<file path="src/alarm_pkg.sv">
// Constants and types for the alarm mask and lane fault block.
// Assumes one core clock and a plain register port on that clock.
//
// What this block does
// - Lane FIFO mask blocks lane fault from alarm
// - Lock loss mask blocks lock loss fault
// - Link state mask blocks link fault
// - Realign mask blocks realign fault
// - Oscillator phase mask blocks phase fault
// - Divider mask blocks divider mismatch fault
// - Mask resets all six set, top zero
// - Lane fault sets that lane's flag
// - Writing one clears lane flag bit
// - Persisting lane fault sets flag again
// - All sixteen lane flags set after reset
// - Summary alarm is any unmasked fault flag
// - Six fault flags sticky, W1C, reset set
// - Any active lane fault sets lane flag
// - Select drives summary alarm onto pin
package alarm_pkg;

  localparam int ADDR_W    = 10;
  localparam int DATA_W    = 16;
  localparam int NUM_FLT   = 6;
  localparam int NUM_LANES = 16;

  // Register offsets
  localparam logic [9:0] ADDR_SUMMARY  = 10'h2C0;
  localparam logic [9:0] ADDR_STATUS   = 10'h2C1;
  localparam logic [9:0] ADDR_MASK     = 10'h2C2;
  localparam logic [9:0] ADDR_LANE     = 10'h2C4;
  localparam logic [9:0] ADDR_PIN_SEL  = 10'h2C5;
  localparam logic [9:0] ADDR_IRQ_STAT = 10'h2C6;
  localparam logic [9:0] ADDR_IRQ_MASK = 10'h2C7;

  // Field positions inside status and mask
  localparam int FLT_LANE = 5;
  localparam int FLT_LOCK = 4;
  localparam int FLT_LINK = 3;
  localparam int FLT_ALGN = 2;
  localparam int FLT_OSC  = 1;
  localparam int FLT_DIV  = 0;
  localparam int PIN_SEL_BIT = 0;

  // Reset values
  localparam logic [7:0]  MASK_RST     = 8'h3F;
  localparam logic [5:0]  STATUS_RST   = 6'h3F;
  localparam logic [15:0] LANE_RST     = 16'hFFFF;
  localparam logic [5:0]  IRQ_MASK_RST = 6'h3F;
  localparam logic [5:0]  IRQ_STAT_RST = 6'h00;
  localparam logic        PIN_SEL_RST  = 1'h0;

  typedef struct packed {
    logic lane_fifo_fault;
    logic lock_loss_fault;
    logic link_state_fault;
    logic realign_fault;
    logic osc_phase_fault;
    logic divider_mismatch_fault;
  } fault_vec_t;

  typedef struct packed {
    logic [ADDR_W-1:0] addr;
    logic [DATA_W-1:0] wdata;
    logic              wr;
    logic              rd;
  } reg_req_t;

endpackage : alarm_pkg

</file>
<file path="src/alarm_mask_and_lane_fault.sv">
// Alarm aggregation: six sticky faults, mask, summary alarm,
// per-lane FIFO fault flags, alarm pin select and interrupt.
// Assumes fault and lane inputs come from logic on core_clk_i.
`timescale 1ns/1ps
module alarm_mask_and_lane_fault
  import alarm_pkg::*;
(
  input  wire logic                 core_clk_i,
  input  wire logic                 rst_n_i,
  input  wire reg_req_t             reg_req_i,
  output logic [DATA_W-1:0]         rd_data_o,
  input  wire fault_vec_t           fault_cond_i,
  input  wire logic [NUM_LANES-1:0] lane_fault_i,
  input  wire logic [NUM_LANES-1:0] lane_active_i,
  output logic                      alarm_o,
  output logic                      status_out_pin_o,
  output logic                      irq_o
);

  // State
  logic [7:0]           fault_mask;
  logic [5:0]           fault_status;
  logic [NUM_LANES-1:0] lane_fifo_fault_flags;
  logic                 pin_sel;
  logic [5:0]           irq_status;
  logic [5:0]           irq_mask;
  logic [DATA_W-1:0]    rd_data;

  logic [7:0]           next_fault_mask;
  logic [5:0]           next_fault_status;
  logic [NUM_LANES-1:0] next_lane_flags;
  logic                 next_pin_sel;
  logic [5:0]           next_irq_status;
  logic [5:0]           next_irq_mask;
  logic [DATA_W-1:0]    next_rd_data;

  logic [5:0]           flt_set;
  logic [5:0]           unmasked;
  logic                 summary;

  // Write strobe decode for one offset
  function automatic logic wr_hit(input reg_req_t r,
                                  input logic [9:0] a);
    wr_hit = r.wr && (r.addr == a);
  endfunction : wr_hit

  function automatic logic rd_hit(input reg_req_t r,
                                  input logic [9:0] a);
    rd_hit = r.rd && (r.addr == a);
  endfunction : rd_hit

  // Hardware set terms for the six faults
  always_comb begin
    flt_set = fault_cond_i;
    flt_set[FLT_LANE] = fault_cond_i.lane_fifo_fault
                      | (|(lane_fault_i & lane_active_i));
  end

  // Each of mask bits 5:0 keeps its fault out of the summary
  always_comb begin
    unmasked = 6'h00;
    unmasked[FLT_LANE] = fault_status[FLT_LANE]
                       & ~fault_mask[FLT_LANE];
    unmasked[FLT_LOCK] = fault_status[FLT_LOCK]
                       & ~fault_mask[FLT_LOCK];
    unmasked[FLT_LINK] = fault_status[FLT_LINK]
                       & ~fault_mask[FLT_LINK];
    unmasked[FLT_ALGN] = fault_status[FLT_ALGN]
                       & ~fault_mask[FLT_ALGN];
    unmasked[FLT_OSC]  = fault_status[FLT_OSC]
                       & ~fault_mask[FLT_OSC];
    unmasked[FLT_DIV]  = fault_status[FLT_DIV]
                       & ~fault_mask[FLT_DIV];
    summary = |unmasked;
  end

  // Outputs come straight from register state
  assign alarm_o          = summary;
  assign status_out_pin_o = pin_sel & summary;
  assign irq_o            = |(irq_status & ~irq_mask);
  assign rd_data_o        = rd_data;

  // Next register values; hardware sets win over clears
  always_comb begin
    next_fault_mask   = fault_mask;
    next_pin_sel      = pin_sel;
    next_irq_mask     = irq_mask;
    next_fault_status = fault_status;
    next_lane_flags   = lane_fifo_fault_flags;
    next_irq_status   = irq_status;
    if (wr_hit(reg_req_i, ADDR_MASK)) begin
      next_fault_mask = reg_req_i.wdata[7:0];
    end
    if (wr_hit(reg_req_i, ADDR_PIN_SEL)) begin
      next_pin_sel = reg_req_i.wdata[PIN_SEL_BIT];
    end
    if (wr_hit(reg_req_i, ADDR_IRQ_MASK)) begin
      next_irq_mask = reg_req_i.wdata[5:0];
    end
    // Sticky fault flags, write one to clear
    if (wr_hit(reg_req_i, ADDR_STATUS)) begin
      next_fault_status = fault_status
                        & ~reg_req_i.wdata[5:0];
    end
    next_fault_status = next_fault_status | flt_set;
    // Lane flags: clear by one, fault sets last
    if (wr_hit(reg_req_i, ADDR_LANE)) begin
      next_lane_flags = lane_fifo_fault_flags
                      & ~reg_req_i.wdata;
    end
    // Set after clear so a live fault re-trips
    next_lane_flags = next_lane_flags
                    | lane_fault_i;
    // Interrupt status clears on read; an event still wins
    if (rd_hit(reg_req_i, ADDR_IRQ_STAT)) begin
      next_irq_status = 6'h00;
    end
    next_irq_status = next_irq_status | flt_set;
  end

  // Read mux; unmapped offsets answer zero
  always_comb begin
    next_rd_data = '0;
    if (reg_req_i.rd) begin
      case (reg_req_i.addr)
        ADDR_SUMMARY:  next_rd_data = {15'h0000, summary};
        ADDR_STATUS:   next_rd_data = {10'h000, fault_status};
        ADDR_MASK:     next_rd_data = {8'h00, fault_mask};
        ADDR_LANE:     next_rd_data = lane_fifo_fault_flags;
        ADDR_PIN_SEL:  next_rd_data = {15'h0000, pin_sel};
        ADDR_IRQ_STAT: next_rd_data = {10'h000, irq_status};
        ADDR_IRQ_MASK: next_rd_data = {10'h000, irq_mask};
        default:       next_rd_data = '0;
      endcase
    end
  end

  // Register stage
  always_ff @(posedge core_clk_i or negedge rst_n_i) begin
    if (!rst_n_i) begin
      fault_mask            <= MASK_RST;
      fault_status          <= STATUS_RST;
      lane_fifo_fault_flags <= LANE_RST;
      pin_sel               <= PIN_SEL_RST;
      irq_status            <= IRQ_STAT_RST;
      irq_mask              <= IRQ_MASK_RST;
      rd_data               <= '0;
    end else begin
      fault_mask            <= next_fault_mask;
      fault_status          <= next_fault_status;
      lane_fifo_fault_flags <= next_lane_flags;
      pin_sel               <= next_pin_sel;
      irq_status            <= next_irq_status;
      irq_mask              <= next_irq_mask;
      rd_data               <= next_rd_data;
    end
  end
endmodule : alarm_mask_and_lane_fault

</file>
<file path="config.mk">
export PLATFORM = sky130hd
export DESIGN_NAME = alarm_mask_and_lane_fault
export DESIGN_NICKNAME = d
export VERILOG_FILES = /design/src/alarm_pkg.sv /design/src/alarm_mask_and_lane_fault.sv
export SDC_FILE = /design/constraint.sdc
export NUM_CORES = 1
export LEC_CHECK = 0
export BUFFER_PORTS_ARGS = -buffer_cell sky130_fd_sc_hd__buf_4
export CORE_UTILIZATION = 46
export CTS_BUF_LIST = sky130_fd_sc_hd__clkbuf_4 sky130_fd_sc_hd__clkbuf_8 sky130_fd_sc_hd__clkbuf_16
export DETAILED_ROUTE_END_ITERATION = 8
export HOLD_SLACK_MARGIN = 0.12
export PLACE_DENSITY = 0.73
export SYNTH_ARGS = -nofsm -noshare
export SYNTH_HDL_FRONTEND = slang
export SYNTH_SLANG_ARGS = --single-unit
</file>
<file path="constraint.sdc">
create_clock -name core_clk_i -period 1.1 [get_ports core_clk_i]
set_input_delay 0.11 -clock core_clk_i [delete_from_list [all_inputs] [get_ports core_clk_i]]
set_output_delay 0.11 -clock core_clk_i [all_outputs]
set_load 0.03 [all_outputs]
</file>
==> results by group <==
Synthesis
  – Yosys warnings: 0
  – Synthesized area: 2728 sq um
  – Synth async-reset ratio: 1.000
  – Synth unique cells: 37
  – Top cell type by total area after synthesis: dfstp_2
  – Sequential area share after synthesis: 0.5569
  – Commonest register cell after synthesis: dfstp_2
  – Mean Syn Cell Area: 11.91 sq um
  – EDFF count, synth: 0
  – Post-synthesis cell count: 229
  – Synth top area share: 0.3275
  – Register bit total from synthesis: 59
  – Largest cells by area after synthesis: dfstp_2 33%, dfrtp_1 23%, a21o_1 7.7%, mux2_4 4.4%, nand2_1 3.2%
  – Net Count, Synth: 297

Timing
  – Slew HR: 0.6627
  – FMAX: 555.5 MHz
  – Final hold vios: 0
  – Setup TNS: -10.79 ns
  – Max Slew Vio Count: 0
  – Worst slew pin tran: 0.4997 ns
  – Setup WS post-layout: -0.7000 ns
  – RSZ-0062 raised after global routing: true
  – Endpoints failing setup: 61
  – Final setup skew: 0.01274 ns
  – Final period util: 1.636
  – Min Tclk post-route: 1.800 ns

Min path
  – Hold Crit Class: input pin to register
  – WHS Path Cells: 4

Critical path
  – Crit path max fanout: 2
  – Critical Path RT: 0.99 ns
  – Top delay family on crit path: flip-flops
  – Endpoint kind of the worst setup timing path: output port
  – R2R Path Start: fault_mask[1]$_DFFE_PN1P_
  – Worst Path Arrival: 1.69 ns
  – CP startpoint kind: register
  – RR Endpoint: rd_data_o[0]$_DFF_PN0_
  – Critical path endpoint: status_out_pin_o
  – Crit-path cells: o22ai_2 > or3_4 > and2_4 > buf_6
  – CP max stage delay: 0.56 ns
  – Buf/Inv on CP: 1
  – Crit Path Class: register to output port
  – CP max-delay cell: dfstp_2
  – R2R setup slack: -0.46 ns
  – Critical Path Start: fault_mask[0]$_DFFE_PN1P_
  – Worst Reg-to-Reg Cells: 3
  – CP Depth: 4

Pwr
  – Leak pwr: 2.313 nW
  – VDD IR max: 1.063 mV
  – Power Dens Cells: 989.7 nW/um^2

Final layout
  – Design area: 4913 sq um
  – Synthesis-to-layout area growth: 80.14%
  – Filler cells: 248
  – Antenna diodes: 0
  – Number of nets in the layout: 493
  – Final Instance Count excl. Fillers: 502
  – Layout cells sized above 1: 0.6488

Floorplan
  – # rows: 27
  – Die width: 79.01 um
  – Die ar.: 6242 sq um
  – Starting Density: 0.4864
  – Die height: 79.01 um
  – # IOs: 87
  – Core Area: 5608 sq um

CTS
  – Clk slew on worst S/H paths: 0.06 ns
  – Max Root-Sink Buffers: 2
  – CTS Buf Count: 9
  – CTS tree: built
  – Clk root buf: clkbuf_8
  – Clk Latency, worst-skew pair: 0.36 ns
  – H-Tree Depth: 3
  – CTS Sinks: 59

Route
  – DR DRC count: 0
  – Initial DRC Count: 329
  – Routed wire per std cell: 24.68 um
  – Drt pass-1 iters: 5
  – DR vias/cell: 6.221
  – Routed Antenna Nets: 0
  – Routed wire length: 12.39 mm
  – Vias: 3123

GRT
  – Largest net degree at the start of global routing: 27
  – First-pass GRT wire length: 16.66 mm
  – Antenna violations before repair: 0
  – Vias in the first global route: 3162
  – Overall routing resource usage: 0.3718
  – Grt ovf: 0

Placed design
  – Placed Area: 3896 sq um
  – Cells after DPL: 434
  – Placer Congestion: 0.8550
  – Dpl hpwl: 6.075 mm
  – Count of input and output buffers: 86

Outcome
  – Failing checks: negative setup slack
  – Outcome: finished with violations

Job
  – Max_cap viols: 0
## layout make-up
type / instances / area [sq um] / area share
clock buffer: 14 / 180.2 / 0.03667
clock inverter: 2 / 10.01 / 0.002037
inverter: 13 / 48.80 / 0.009931
multi-input combinational: 148 / 1393 / 0.2834
sequential: 59 / 1519 / 0.3091
tap: 72 / 90.09 / 0.01833
timing repair buffer: 194 / 1673 / 0.3405
## cell families after synthesis
kind of cell,count (synthesis),share of synthesized area
simple gates,63,0.1404
mux,16,0.07661
buf+inv,22,0.03853
compound gates,69,0.1876
flops,59,0.5569
## metrics by stage
step / utilization / power (mW) / hold slack, ns / worst slack [ns]
after detailed placement: 0.6948 / 2.736 / 0.04227 / -0.5785
after global placement: 0.6948 / 2.723 / 0.04163 / -0.5347
after CTS: 0.8463 / 4.741 / 0.1492 / -0.6537
after global routing: 0.8762 / 5.012 / 0.1870 / -0.7396
final: 0.8762 / 4.863 / 0.1929 / -0.7000
after floorplan: - / 2.356 / -0.1856 / -0.5162
## power by group
part | internal (mW) | switching [mW] | total [mW]
Combinational | 0.400 | 0.331 | 0.731
Clock | 1.05 | 0.884 | 1.93
Sequential | 2.19 | 0.00939 | 2.20
## state kept, by name, summed over array words and instances, names as in the netlist
name	cells
rd_data_o	16
fault_mask	8
irq_status	6
irq_mask	6
lane_fifo_fault_flags	16
fault_status	6
pin_sel	1
## worst min path at each step
stage	from	endpoint	slack, ns
after floorplan	rst_n_i	fault_mask[6]$_DFFE_PN0P_	-0.19
after global placement	rst_n_i	rd_data_o[10]$_DFF_PN0_	0.04
after detailed placement	rst_n_i	rd_data_o[10]$_DFF_PN0_	0.04
after CTS	lane_active_i[9]	fault_status[5]$_DFF_PN1_	0.15
after global routing	lane_active_i[9]	irq_status[5]$_DFF_PN0_	0.19
final	lane_active_i[9]	irq_status[5]$_DFF_PN0_	0.19
## Yosys cell counts, drive strengths merged (2+ instances only)
cell,instances
inv,13
mux2,15
o21ai,5
o22ai,4
dfrtp,25
nand4,6
clkbuf,6
and2,10
nand3,10
nor4,3
buf,3
a22oi,9
o211ai,2
nor2,2
a21o,28
a21oi,2
dfstp,34
and4,2
a221oi,7
nor2b,2
a211oi,5
nand2,23
## worst min-delay path, stage by stage
cell and delay [ns]:
buf_4 0.09, a21oi_1 0.07, nand4_1 0.14, a21o_1 0.10
## timing repair
action                                 4_1_cts  5_1_grt
endpoints found under the hold margin       84        0
hold buffers                                40        0
buffers inserted                             6        5
gates resized for setup                     53       33
pin swaps                                   29        9
setup endpoints to repair                   56       62
cloned                                       1        0
## per-layer routing
layer / wire, um / track usage / part of all wire / vias up
met5: 0 / 0 / 0 / -
met4: 871 / 0.1891 / 0.070 / 0
met3: 1150 / 0.1011 / 0.093 / 90
met2: 5942 / 0.6181 / 0.48 / 265
met1: 4425 / 0.4409 / 0.36 / 1531
li1: - / - / - / 1237
## placed cells by master (no fill, tap or decap), types with 11 or more instances in the layout
cell,instances
clkbuf_8,12
buf_6,19
buf_4,132
dfrtp_1,25
dfstp_2,34
mux2_4,13
inv_1,12
a21o_1,28
nand2_2,11
dlygate4sd3_1,40
No activity file was read; power rests on OpenSTA's default activity.
